**config.mk**
```make
export PLATFORM = sky130hd
export DESIGN_NAME = rbsu_host
export DESIGN_NICKNAME = d
export VERILOG_FILES = /design/src/verilog/rbsu_pkg.sv /design/src/verilog/rbsu_fifo.sv /design/src/verilog/rbsu_host.sv
export VERILOG_INCLUDE_DIRS = /design/src /design/src/verilog
export SDC_FILE = /design/constraint.sdc
export NUM_CORES = 1
export LEC_CHECK = 0
export ABC_AREA = 1
export BUFFER_PORTS_ARGS = -buffer_cell sky130_fd_sc_hd__buf_2
export CAP_MARGIN = 20
export CORE_ASPECT_RATIO = 0.6
export CORE_MARGIN = 10
export CORE_UTILIZATION = 55
export CTS_CLUSTER_SIZE = 20
export DETAILED_ROUTE_END_ITERATION = 12
export PLACE_DENSITY_LB_ADDON = 0.1
export SLEW_MARGIN = 0
export SYNTH_ARGS = -nofsm -noshare
export SYNTH_HDL_FRONTEND = slang
export SYNTH_SLANG_ARGS = --single-unit
```
**constraint.sdc**
```tcl
create_clock -name CLK_I -period 8.65 [get_ports CLK_I]
set_input_delay 1.2975 -clock CLK_I [delete_from_list [all_inputs] [get_ports CLK_I]]
set_output_delay 1.2975 -clock CLK_I [all_outputs]
set_load 0.01 [all_outputs]
```
**src/verilog/rbsu_cfg.svh**
```systemverilog
// Timing counts and sizes for the RAM bank unlock host controller
`ifndef RBSU_CFG_SVH
`define RBSU_CFG_SVH

`define RBSU_CLK_NS        10
`define RBSU_CODE_BITS     64
`define RBSU_LAST_BIT      (`RBSU_CODE_BITS - 1)
`define RBSU_FIFO_DEPTH    4

`define RBSU_T_RST_NS      200
`define RBSU_T_AS_NS       20
`define RBSU_T_WP_NS       170
`define RBSU_T_WC_NS       250
`define RBSU_T_CO_NS       200
`define RBSU_T_RR_NS       50
`define RBSU_T_CE_MAX_NS   1500

`define RBSU_CEIL_CYC(ns)  (((ns) + `RBSU_CLK_NS - 1) / `RBSU_CLK_NS)
`define RBSU_RST_CYC       `RBSU_CEIL_CYC(`RBSU_T_RST_NS)
`define RBSU_SET_CYC       `RBSU_CEIL_CYC(`RBSU_T_AS_NS)
`define RBSU_WR_ACT_CYC    `RBSU_CEIL_CYC(`RBSU_T_WP_NS)
`define RBSU_WR_REC_CYC    `RBSU_CEIL_CYC(`RBSU_T_WC_NS - `RBSU_T_WP_NS)
`define RBSU_SYNC_CYC      3
`define RBSU_RD_ACT_CYC    (`RBSU_CEIL_CYC(`RBSU_T_CO_NS) + `RBSU_SYNC_CYC)
`define RBSU_RD_REC_CYC    `RBSU_CEIL_CYC(`RBSU_T_RR_NS)
`define RBSU_CE_MAX_CYC    (`RBSU_T_CE_MAX_NS / `RBSU_CLK_NS)

`endif

```
**src/verilog/rbsu_pkg.sv**
```systemverilog
// Types for the RAM bank unlock host controller
`default_nettype none
package rbsu_pkg;

   typedef enum logic [2:0] {
      S_IDLE,
      S_RST,
      S_DUMMY,
      S_CODE,
      S_ID,
      S_OPEN,
      S_MEM
   } rbsu_state_t;

   typedef struct packed {
      logic       wr;
      logic [1:0] bank;
      logic       dat;
   } rbsu_cmd_t;

   typedef struct packed {
      logic       rst_n;
      logic       ce_n;
      logic       we_n;
      logic       rd_n;
      logic [1:0] bank;
      logic       dq;
      logic       dq_oe;
   } rbsu_pins_t;

endpackage : rbsu_pkg
`default_nettype wire
```
**src/verilog/rbsu_fifo.sv**
```systemverilog
// Small valid/ready FIFO for memory commands
`timescale 1ns/10ps
`default_nettype none
module rbsu_fifo #(
   parameter int WIDTH = 4,
   parameter int DEPTH = 4
) (
   input  wire logic             clk_i,
   input  wire logic             rst_i,
   input  wire logic             in_valid_i,
   output logic                  in_ready_o,
   input  wire logic [WIDTH-1:0] in_data_i,
   output logic                  out_valid_o,
   input  wire logic             out_ready_i,
   output logic [WIDTH-1:0]      out_data_o
);
   localparam int AW = (DEPTH > 1) ? $clog2(DEPTH) : 1;
   localparam int CW = $clog2(DEPTH + 1);

   logic [WIDTH-1:0] mem_r [DEPTH];
   logic [AW-1:0]    wp_r, wp_nxt, rp_r, rp_nxt;
   logic [CW-1:0]    cnt_r, cnt_nxt;
   logic             room_r, room_nxt, empty_r, empty_nxt;
   logic             push, pop;

   assign push        = in_valid_i && room_r;
   assign pop         = out_ready_i && !empty_r;
   // Ready straight from a flop, no inverter on the way out
   assign in_ready_o  = room_r;
   assign out_valid_o = !empty_r;
   assign out_data_o  = mem_r[rp_r];

   always_comb begin
      wp_nxt  = wp_r;
      rp_nxt  = rp_r;
      cnt_nxt = cnt_r;
      if (push) begin
         // Wrap explicitly so any depth works, not only powers of two
         wp_nxt = (wp_r == AW'(DEPTH - 1)) ? '0 : wp_r + AW'(1);
      end
      if (pop) begin
         rp_nxt = (rp_r == AW'(DEPTH - 1)) ? '0 : rp_r + AW'(1);
      end
      if (push && !pop) begin
         cnt_nxt = cnt_r + CW'(1);
      end else if (pop && !push) begin
         cnt_nxt = cnt_r - CW'(1);
      end
      room_nxt  = (cnt_nxt != CW'(DEPTH));
      empty_nxt = (cnt_nxt == '0);
   end

   always_ff @(posedge clk_i or posedge rst_i) begin
      if (rst_i) begin
         wp_r    <= '0;
         rp_r    <= '0;
         cnt_r   <= '0;
         room_r  <= 1'b1;
         empty_r <= 1'b1;
      end else begin
         wp_r    <= wp_nxt;
         rp_r    <= rp_nxt;
         cnt_r   <= cnt_nxt;
         room_r  <= room_nxt;
         empty_r <= empty_nxt;
      end
   end

   for (genvar i = 0; i < DEPTH; i++) begin : g_entry
      always_ff @(posedge clk_i) begin
         if (push && wp_r == AW'(i)) begin
            mem_r[i] <= in_data_i;
         end
      end
   end

endmodule : rbsu_fifo
`default_nettype wire

```
**src/verilog/rbsu_host.sv**
```systemverilog
// Host controller that unlocks and then drives a secured battery-backed RAM bank
// Function
// - Start each unlock with a dummy read or a reset pulse of 200 ns.
// - Write the 64-bit access code, one bit per write cycle on the data line.
// - Host performs the 64 identity reads back to back, no write between.
// - Host keeps every chip select low pulse at most 1.5 us.
`include "rbsu_cfg.svh"
`timescale 1ns/10ps
`default_nettype none
module rbsu_host
   import rbsu_pkg::*;
(
   input  wire logic                       CLK_I,
   input  wire logic                       RST_I,
   input  wire logic                       UNLOCK_REQ_I,
   input  wire logic                       USE_RESET_I,
   input  wire logic [`RBSU_CODE_BITS-1:0] CODE_I,
   output logic                            BUSY_O,
   output logic                            UNLOCKED_O,
   output logic                            DONE_O,
   output logic [`RBSU_CODE_BITS-1:0]      ID_O,
   input  wire logic                       CMD_VALID_I,
   input  wire rbsu_cmd_t                  CMD_I,
   output logic                            CMD_READY_O,
   output logic                            RDATA_O,
   output logic                            RDATA_VALID_O,
   output logic                            DEV_RST_N_O,
   output logic                            DEV_CE_N_O,
   output logic                            DEV_WE_N_O,
   output logic                            DEV_RD_N_O,
   output logic [1:0]                      DEV_BANK_O,
   output logic                            DEV_DQ_O,
   output logic                            DEV_DQ_OE_O,
   input  wire logic                       DEV_DQ_I
);
   localparam int CODE_W = `RBSU_CODE_BITS;

   rbsu_state_t         state_r, state_nxt;
   logic [7:0]          cnt_r, cnt_nxt;
   logic [5:0]          bit_r, bit_nxt;
   logic [CODE_W-1:0]   code_r, code_nxt, id_r, id_nxt;
   rbsu_cmd_t           cur_r, cur_nxt;
   rbsu_pins_t          pin_r, pin_nxt;
   logic                unl_r, unl_nxt, done_r, done_nxt, busy_r, busy_nxt;
   logic                rdat_r, rdat_nxt, rval_r, rval_nxt;
   logic                dq_m_r, dq_s_r;
   logic                fifo_valid, fifo_pop;
   rbsu_cmd_t           fifo_data;
   logic                in_cyc, is_rd, act, sample, cyc_end;
   logic [7:0]          act_len, rec_len;

   // Commands wait here until the bank is unlocked; full FIFO stalls the source
   rbsu_fifo #(
      .WIDTH ($bits(rbsu_cmd_t)),
      .DEPTH (`RBSU_FIFO_DEPTH)
   ) u_fifo (
      .clk_i       (CLK_I),
      .rst_i       (RST_I),
      .in_valid_i  (CMD_VALID_I),
      .in_ready_o  (CMD_READY_O),
      .in_data_i   (CMD_I),
      .out_valid_o (fifo_valid),
      .out_ready_i (fifo_pop),
      .out_data_o  (fifo_data)
   );

   // Data line is asynchronous to CLK_I
   always_ff @(posedge CLK_I or posedge RST_I) begin
      if (RST_I) begin
         dq_m_r <= 1'b0;
         dq_s_r <= 1'b0;
      end else begin
         dq_m_r <= DEV_DQ_I;
         dq_s_r <= dq_m_r;
      end
   end

   always_comb begin
      in_cyc  = (state_r == S_DUMMY) || (state_r == S_CODE) ||
                (state_r == S_ID) || (state_r == S_MEM);
      is_rd   = (state_r == S_DUMMY) || (state_r == S_ID) ||
                ((state_r == S_MEM) && !cur_r.wr);
      act_len = is_rd ? 8'(`RBSU_RD_ACT_CYC) : 8'(`RBSU_WR_ACT_CYC);
      rec_len = is_rd ? 8'(`RBSU_RD_REC_CYC) : 8'(`RBSU_WR_REC_CYC);
      // Active window fits well inside the select pulse limit
      act     = in_cyc && (cnt_r >= 8'(`RBSU_SET_CYC)) &&
                (cnt_r < 8'(`RBSU_SET_CYC) + act_len);
      // Sample late so access time plus the synchroniser has elapsed
      sample  = in_cyc && is_rd && (cnt_r == 8'(`RBSU_SET_CYC) + act_len - 8'h01);
      cyc_end = in_cyc && (cnt_r == 8'(`RBSU_SET_CYC) + act_len + rec_len - 8'h01);
   end

   always_comb begin
      state_nxt = state_r;
      cnt_nxt   = cnt_r + 8'h01;
      bit_nxt   = bit_r;
      code_nxt  = code_r;
      id_nxt    = id_r;
      cur_nxt   = cur_r;
      unl_nxt   = unl_r;
      done_nxt  = 1'b0;
      rdat_nxt  = rdat_r;
      rval_nxt  = 1'b0;
      fifo_pop  = 1'b0;
      unique case (state_r)
         S_IDLE, S_OPEN: begin
            cnt_nxt = '0;
            if (UNLOCK_REQ_I) begin
               code_nxt  = CODE_I;
               bit_nxt   = '0;
               unl_nxt   = 1'b0;
               state_nxt = USE_RESET_I ? S_RST : S_DUMMY;
            end else if (state_r == S_OPEN && fifo_valid) begin
               cur_nxt   = fifo_data;
               fifo_pop  = 1'b1;
               state_nxt = S_MEM;
            end
         end
         S_RST: begin
            if (cnt_r == 8'(`RBSU_RST_CYC - 1)) begin
               cnt_nxt   = '0;
               state_nxt = S_CODE;
            end
         end
         S_DUMMY: begin
            if (cyc_end) begin
               cnt_nxt   = '0;
               state_nxt = S_CODE;
            end
         end
         S_CODE: begin
            if (cyc_end) begin
               cnt_nxt = '0;
               bit_nxt = bit_r + 6'h01;
               // No read is issued until all code bits are written
               if (bit_r == 6'(`RBSU_LAST_BIT)) begin
                  state_nxt = S_ID;
               end
            end
         end
         S_ID: begin
            if (sample) begin
               id_nxt[bit_r] = dq_s_r;
            end
            if (cyc_end) begin
               cnt_nxt = '0;
               bit_nxt = bit_r + 6'h01;
               if (bit_r == 6'(`RBSU_LAST_BIT)) begin
                  unl_nxt   = 1'b1;
                  done_nxt  = 1'b1;
                  state_nxt = S_OPEN;
               end
            end
         end
         S_MEM: begin
            if (sample) begin
               rdat_nxt = dq_s_r;
            end
            if (cyc_end) begin
               cnt_nxt   = '0;
               rval_nxt  = !cur_r.wr;
               state_nxt = S_OPEN;
            end
         end
      endcase
      busy_nxt = (state_nxt != S_IDLE) && (state_nxt != S_OPEN);
   end

   always_comb begin
      pin_nxt       = pin_r;
      pin_nxt.rst_n = !(state_nxt == S_RST);
      pin_nxt.ce_n  = !act;
      pin_nxt.we_n  = !(act && !is_rd);
      // Select and write rise together, so the bit is taken at that edge
      pin_nxt.rd_n  = !(act && is_rd);
      pin_nxt.dq_oe = in_cyc && !is_rd;
      if (state_r == S_CODE) begin
         pin_nxt.dq   = code_r[bit_r];
         pin_nxt.bank = 2'h0;
      end else if (state_r == S_MEM) begin
         pin_nxt.dq   = cur_r.dat;
         pin_nxt.bank = cur_r.bank;
      end
   end

   always_ff @(posedge CLK_I or posedge RST_I) begin
      if (RST_I) begin
         state_r <= S_IDLE;
         cnt_r   <= '0;
         bit_r   <= '0;
         code_r  <= '0;
         id_r    <= '0;
         cur_r   <= '0;
         unl_r   <= 1'b0;
         done_r  <= 1'b0;
         busy_r  <= 1'b0;
         rdat_r  <= 1'b0;
         rval_r  <= 1'b0;
         pin_r   <= '{rst_n: 1'b1, ce_n: 1'b1, we_n: 1'b1, rd_n: 1'b1,
                      bank: 2'h0, dq: 1'b0, dq_oe: 1'b0};
      end else begin
         state_r <= state_nxt;
         cnt_r   <= cnt_nxt;
         bit_r   <= bit_nxt;
         code_r  <= code_nxt;
         id_r    <= id_nxt;
         cur_r   <= cur_nxt;
         unl_r   <= unl_nxt;
         done_r  <= done_nxt;
         busy_r  <= busy_nxt;
         rdat_r  <= rdat_nxt;
         rval_r  <= rval_nxt;
         pin_r   <= pin_nxt;
      end
   end

   assign BUSY_O        = busy_r;
   assign UNLOCKED_O    = unl_r;
   assign DONE_O        = done_r;
   assign ID_O          = id_r;
   assign RDATA_O       = rdat_r;
   assign RDATA_VALID_O = rval_r;
   assign DEV_RST_N_O   = pin_r.rst_n;
   assign DEV_CE_N_O    = pin_r.ce_n;
   assign DEV_WE_N_O    = pin_r.we_n;
   assign DEV_RD_N_O    = pin_r.rd_n;
   assign DEV_BANK_O    = pin_r.bank;
   assign DEV_DQ_O      = pin_r.dq;
   assign DEV_DQ_OE_O   = pin_r.dq_oe;

   // Helper counters for pulse widths
   logic [7:0] ce_low_r, rst_low_r;
   always_ff @(posedge CLK_I or posedge RST_I) begin
      if (RST_I) begin
         ce_low_r  <= '0;
         rst_low_r <= '0;
      end else begin
         ce_low_r  <= pin_r.ce_n ? 8'h00 : ce_low_r + 8'h01;
         rst_low_r <= pin_r.rst_n ? 8'h00 : rst_low_r + 8'h01;
      end
   end

   a_ce_pulse_max: assert property (@(posedge CLK_I) disable iff (RST_I)
      ce_low_r < 8'(`RBSU_CE_MAX_CYC))
      else $error("chip select low too long");

   a_rst_pulse_min: assert property (@(posedge CLK_I) disable iff (RST_I)
      $rose(pin_r.rst_n) |-> ($past(rst_low_r) >= 8'(`RBSU_RST_CYC - 1)))
      else $error("device reset pulse too short");

   a_code_no_read: assert property (@(posedge CLK_I) disable iff (RST_I)
      (state_r == S_CODE) && !pin_r.ce_n |-> pin_r.rd_n && !pin_r.we_n && pin_r.dq_oe)
      else $error("code entry cycle is not a driven write");

   // Driver lets go one cycle into readout, well before the first read strobe
   a_id_no_write: assert property (@(posedge CLK_I) disable iff (RST_I)
      (state_r == S_ID) && !pin_r.ce_n |-> pin_r.we_n && !pin_r.dq_oe)
      else $error("write during identity readout");

   a_code_then_id: assert property (@(posedge CLK_I) disable iff (RST_I)
      (state_r == S_CODE) && cyc_end && (bit_r == 6'(`RBSU_LAST_BIT)) |=>
      (state_r == S_ID) && (bit_r == 6'h00))
      else $error("readout not entered after last code bit");

   a_start_restart: assert property (@(posedge CLK_I) disable iff (RST_I)
      ((state_r == S_IDLE) || (state_r == S_OPEN)) && UNLOCK_REQ_I |=>
      !unl_r && ((state_r == S_RST) || (state_r == S_DUMMY)) ##1 busy_r)
      else $error("unlock request did not restart sequence");

   a_dq_idle_read: assert property (@(posedge CLK_I) disable iff (RST_I)
      !pin_r.rd_n |-> !pin_r.dq_oe && !pin_r.ce_n)
      else $error("host drives data during read");

   a_done_unlocks: assert property (@(posedge CLK_I) disable iff (RST_I)
      done_r |-> unl_r && (state_r == S_OPEN) && $past(state_r) == S_ID)
      else $error("done without completed readout");

   c_unlock_reset: cover property (@(posedge CLK_I) disable iff (RST_I)
      $fell(pin_r.rst_n) ##[1:300] (state_r == S_CODE));
   c_unlock_done: cover property (@(posedge CLK_I) disable iff (RST_I) done_r);
   c_mem_read: cover property (@(posedge CLK_I) disable iff (RST_I) rval_r);
   c_fifo_full: cover property (@(posedge CLK_I) disable iff (RST_I)
      CMD_VALID_I && !CMD_READY_O);

endmodule : rbsu_host
`default_nettype wire

```
; ---- After elaboration in Yosys (flattened, before gate mapping)
; Memories as Yosys holds them, arrays and structs flattened. A register that Yosys moved wholly into a read port is not among the register bits.
; Cells that the tools add are included.
[op_classes]
n_addsub = 10
order_cmp = 4
n_eq_ne = 21
n_mux = 59
bitwise = 1
reduce_logical = 53
[op_table]
columns = cell, n
row1 = $bwmux 64, 1
row2 = $mux 3, 14
row3 = $mux 1, 24
row4 = $pmux 8 s3, 1
row5 = $logic_and 1x1->1, 20
row6 = $pmux 3 s6, 1
row7 = $eq 8x8->1, 2
row8 = $mux 4, 4
row9 = $mux 8, 2
row10 = $reduce_or 4->1, 4
row11 = $mux 2, 6
row12 = $mux 6, 2
row13 = $pmux 6 s2, 1
row14 = $eq 3x3->1 const B, 3
row15 = $logic_not 1->1, 9
row16 = $add 8x1->8 const B, 1
row17 = $eq 8x5->1 const B, 1
row18 = $ge 8x2->1 const B, 1
row19 = $lt 8x8->1, 1
row20 = $sub 7x1->8 const B, 1
row21 = $sub 8x1->8 const B, 1
row22 = $add 6x4->7, 1
row23 = $lt 6x7->1 const B, 1
row24 = $add 2x5->6 const A, 1
row25 = 26 further kinds, 45
[word_totals]
ff_bits = 169
ram_bits = 16
input_bits = 74
out_inout_bits = 78
elab_cells = 173
memories = 1
[memory_table]
columns = name, words, word_bits, rd, rd_clocked_by_memory_dff, wr, line_no
row1 = u_fifo.mem_r, 4, 4, 1, 1, 1, rbsu_fifo.sv:20  ; logic [WIDTH-1:0] mem_r [DEPTH];

; ---- Logic depth before layout (Yosys ltp)
[depth]
depth_word = 13
ltp_mapped = 15
depth_no_buf = 15

; ---- Cells and area by module
; A second synthesis with hierarchy kept.
[unflattened]
hier_cells = 1031
area_unflattened_um2 = 8769.7
[modules_own_cells]
columns = mod, n_inst, cells_per_inst, area_per_inst_um2, seq_area_each_um2
row1 = rbsu_host, 1, 917, 7612.3, 4108.9
row2 = rbsu_fifo, 1, 114, 1157.4, 708.2

; ---- Worst setup path before layout
; Ideal clock, no wire load.
[synth_timing]
path_type = reg2reg
from = register state_r[1]
to = register id_r[42], in the netlist ID_O[42]
setup_ns = 0.128
arrival_ns = 2.322
required_ns = 8.522
path_slack_ns = 6.201
path_stages_with_launch = 14
path_buffers = 1
synth_period_minus_slack_ns = 2.449
cell_sequence = dfrtp_1 > inv_2 > nand2_1 > nand2_1 > nand2_2 > nand2_4 > inv_1 > ha_1 > nand2_1 > nor3_4 > nand3_4 > buf_6 > nor3_1 > mux2_1
[synth_via]
elab_chain_len = 9
word_cells_on_any_way = 17
classes_between = 2 x add/sub / 5 x eq/ne / 1 x mux / 9 x reduce/logical
[synth_lines]
columns = item, line_no
row1 = from (decl), rbsu_host.sv:38  ; rbsu_state_t state_r, state_nxt;
row2 = from (signal assigned), rbsu_host.sv:202  ; state_r <= state_nxt;
row3 = "$eq 3x2->1, or another cell as far along", "rbsu_host.sv:79, rbsu_host.sv:81"
row4 = $logic_or 1x1->1 or $logic_and 1x1->1 (tied branches), "rbsu_host.sv:81, rbsu_host.sv:82"
row5 = $logic_or 1x1->1, rbsu_host.sv:81  ; is_rd = (state_r == S_DUMMY) || (state_r == S_ID) ||
row6 = $mux 3, rbsu_host.sv:83  ; act_len = is_rd ? 8'(`RBSU_RD_ACT_CYC) : 8'(`RBSU_WR_ACT_CYC);
row7 = $add 2x5->6, rbsu_host.sv:89  ; sample = in_cyc && is_rd && (cnt_r == 8'(`RBSU_SET_CYC) + act_len - 8'h01);
row8 = $sub 8x1->8, rbsu_host.sv:89
row9 = $eq 8x8->1, rbsu_host.sv:89
row10 = $logic_and 1x1->1, rbsu_host.sv:89
row11 = $reduce_and 2->1 (no source line) *, --
row12 = to (signal assigned), rbsu_host.sv:206  ; id_r <= id_nxt;
row13 = to (decl), rbsu_host.sv:41  ; logic [CODE_W-1:0] code_r, code_nxt, id_r, id_nxt;
; Mark *: on every way between the ends. The rest lies on a longest branch, timed or not.
; A chain may end at the register's enable or synchronous reset.

; ---- Worst setup path in the final report
[layout_timing]
from = register state_r[1]
to = register id_r[46], in the netlist ID_O[46]
; The elaborated chain is that of the path after synthesis.

==> results.cfg <==
[status]
status = complete, no violations

[sta]
relSlewSlack = 0.244
tightest_slew_ns = 1.13
hold_viol = 0
timing.fmax_ghz = 0.342
setup_tns_ns = 0
setup_viol = 0
grt_setup_unrepaired = false
finalMaxSlewViolations = 0
finalCritPeriodShare = 0.338
period_minus_slack_ns = 2.92
finClkSkew_ns = 0.0146

[worst_setup_path]
end_kind = flop
crit_path_start = state_r[1]
critPathLaunchType = flop
r2r_start = state_r[1]
r2r_cells = 13
cp.arrival_ns = 3.23
r2r_slack_ns = 5.73
crit_fanout = 57
rr_endpoint = ID_O[46]
required_ns = 8.96
crit_type = flop to flop
critPathCapture = ID_O[46]

[drt]
drt_iter0_drc = 701
dr.pass1.iters = 7
wirelength_mm = 23.2
drc = 0
wire_per_inst_um = 18.3
via_count = 6770
antenna_left = 0
viasPerCell = 5.35

[synth]
yosysTopAreaCell = dfrtp_1
synth_cell_types = 41
ys_seq_area_frac = 0.539
yosysMostFrequentCell = dfrtp_1
synthArstFlopShare = 0.915
synthCells = 909
synthesis.nets = 995
ys_warn_count = 0
syn_area_per_cell_um2 = 9.83
synthTopCellsByCount = dfrtp_1, nand2_1, inv_1
synth_seq_cells = 189
synth_top_area_frac = 0.468
syn_area_um2 = 8930
synth_top_flop_cell = dfrtp_1
synth_edf_count = 16
ys_top_cells_by_area = dfrtp_1, nor3_2, nand2_1

[pwr]
peakVddDrop_mv = 0.123
power_density_nw_per_um2 = 182
power_w = 0.00191
power_leakage_nw = 5.18

[clocking]
cts.htree.levels = 4
clkTransAtPathRegs_ns = 0.08
cts_tree = yes
cts_setup_buffers = 0
clockBufferDepth = 2
postCtsHoldBufs = 0
cts_resized = 0
root_buffer = clkbuf_16
clkSinkCount = 189
clk_latency_ns = 0.43
cts_inserted_buffers = 17

[floorplanning]
fp.dieArea_um2 = 21900
start_util = 0.571
row_count = 35
core_um2 = 15600
ios = 152
die_h_um = 119
die_w_um = 185

[finish]
drive_gt1_frac = 0.280
num-fill-cells = 1247
area_growth_pct = 17.2
fin_cells = 1265
nets = 1135
antenna-diode-count = 0
postLayoutCoreUtil = 0.669

[placed_design]
placedCellCount = 1228
port_buffers = 151
dpl.hpwl_mm = 15.9
place.gp.congestion = 0.890

[global_route]
grt_pass1_wl_mm = 36.5
grt.total_usage = 0.210
grt_max_degree = 130
antenna_found_initial = 0
grt_pass1_vias = 6615
grt.overflow.total = 0

[min_path]
hp-class = flop to flop

[flow_run]
max_cap_violations = 0
## state kept, by name, indices dropped and copies added (netlist names), 2 cells and up
register,flops
u_fifo.mem_r,16
code_r,64
ID_O,64
u_fifo.cnt_r,3
cnt_r,8
cur_r,4
state_r,3
DEV_BANK_O,2
u_fifo.rp_r,2
u_fifo.wp_r,2
bit_r,6
## per-stage QoR
step / hold slack [ns] / worst slack [ns] / cell area, um2
after CTS: 0.361 / 5.20 / 10400
after global routing: 0.373 / 5.54 / 10500
after global placement: 0.339 / 5.36 / 9760
final: 0.358 / 5.73 / 10500
after floorplan: 0.331 / 2.67 / 8930
after detailed placement: 0.343 / 5.30 / 9780
## cell usage in the layout, fill, tap and decap left out, types with 3 or more instances in the layout
cell type,count
clkbuf_16,17
inv_1,120
mux2_1,36
clkinv_8,3
nand2_2,3
nand3_1,34
buf_8,3
nor3_1,22
inv_2,3
inv_6,4
inv_8,3
buf_16,3
clkinv_4,3
ha_1,12
buf_4,5
nor3_2,52
a21oi_1,8
mux2_2,27
nand2_1,138
o32ai_1,4
xor2_1,4
dfrtp_1,167
o21ai_0,88
nand4_1,4
nor2_1,69
dfstp_2,6
buf_2,151
edfxtp_1,16
nor2_2,3
o22ai_1,32
## how the worst min path moves through the flow
stage	start	to	slack, ns	depth (start not counted)
finish	dq_m_r	dq_s_r	0.36	0
global route	dq_m_r	dq_s_r	0.37	0
CTS	dq_m_r	dq_s_r	0.36	0
detailed placement	dq_m_r	dq_s_r	0.34	0
global placement	dq_m_r	dq_s_r	0.34	0
floorplan	dq_m_r	dq_s_r	0.33	0
## cells by family (layout without fill, tap and decap cells)
kind of cell,after synthesis,after routing,synth area share
muxes,63,63,0.0794
buffers and inverters,166,319,0.0782
DFF,189,189,0.539
AOI/OAI and AO/OA,139,139,0.0862
and+or+nand+nor,335,335,0.195
adders and majority gates,12,12,0.0168
xor gates and xnor gates,5,5,0.00490
## report_power, final
group / internal (W) / switching [W] / leakage, nW
combinational: 0.0000586 / 0.000117 / 2.64
clock: 0.000385 / 0.000377 / 0.276
sequential: 0.000948 / 0.0000202 / 2.26
total: 0.00139 / 0.000515 / 5.18
## critical path, stage by stage (launching register included)
cell and delay (ns):
dfrtp_1 0.46, inv_2 0.15, nand2_1 0.07, nand2_1 0.08, nand2_2 0.08, nand2_4 0.13
inv_1 0.07, ha_1 0.29, nand2_1 0.10, nor3_4 0.26, nand3_4 0.20, buf_16 0.27
nor3_1 0.25, mux2_1 0.36
## cell type report
type	instances	area, um2	share of cell area
multi-input cells	554	3420	0.327
flip-flops and latches	189	4820	0.460
repair buffers	162	921	0.0880
well taps	203	254	0.0243
inverters	125	474	0.0453
clock buffers	18	429	0.0410
clock inverters	14	148	0.0141
## metal layers
metal | vias up | track usage | routed length (um)
li1 | 3289 | - | -
met1 | 3197 | 0.317 | 11400
met2 | 261 | 0.285 | 9430
met3 | 23 | 0.0621 | 2120
met4 | 0 | 0.0479 | 227
met5 | - | 0 | 0
(Power assumes the default switching activity.)
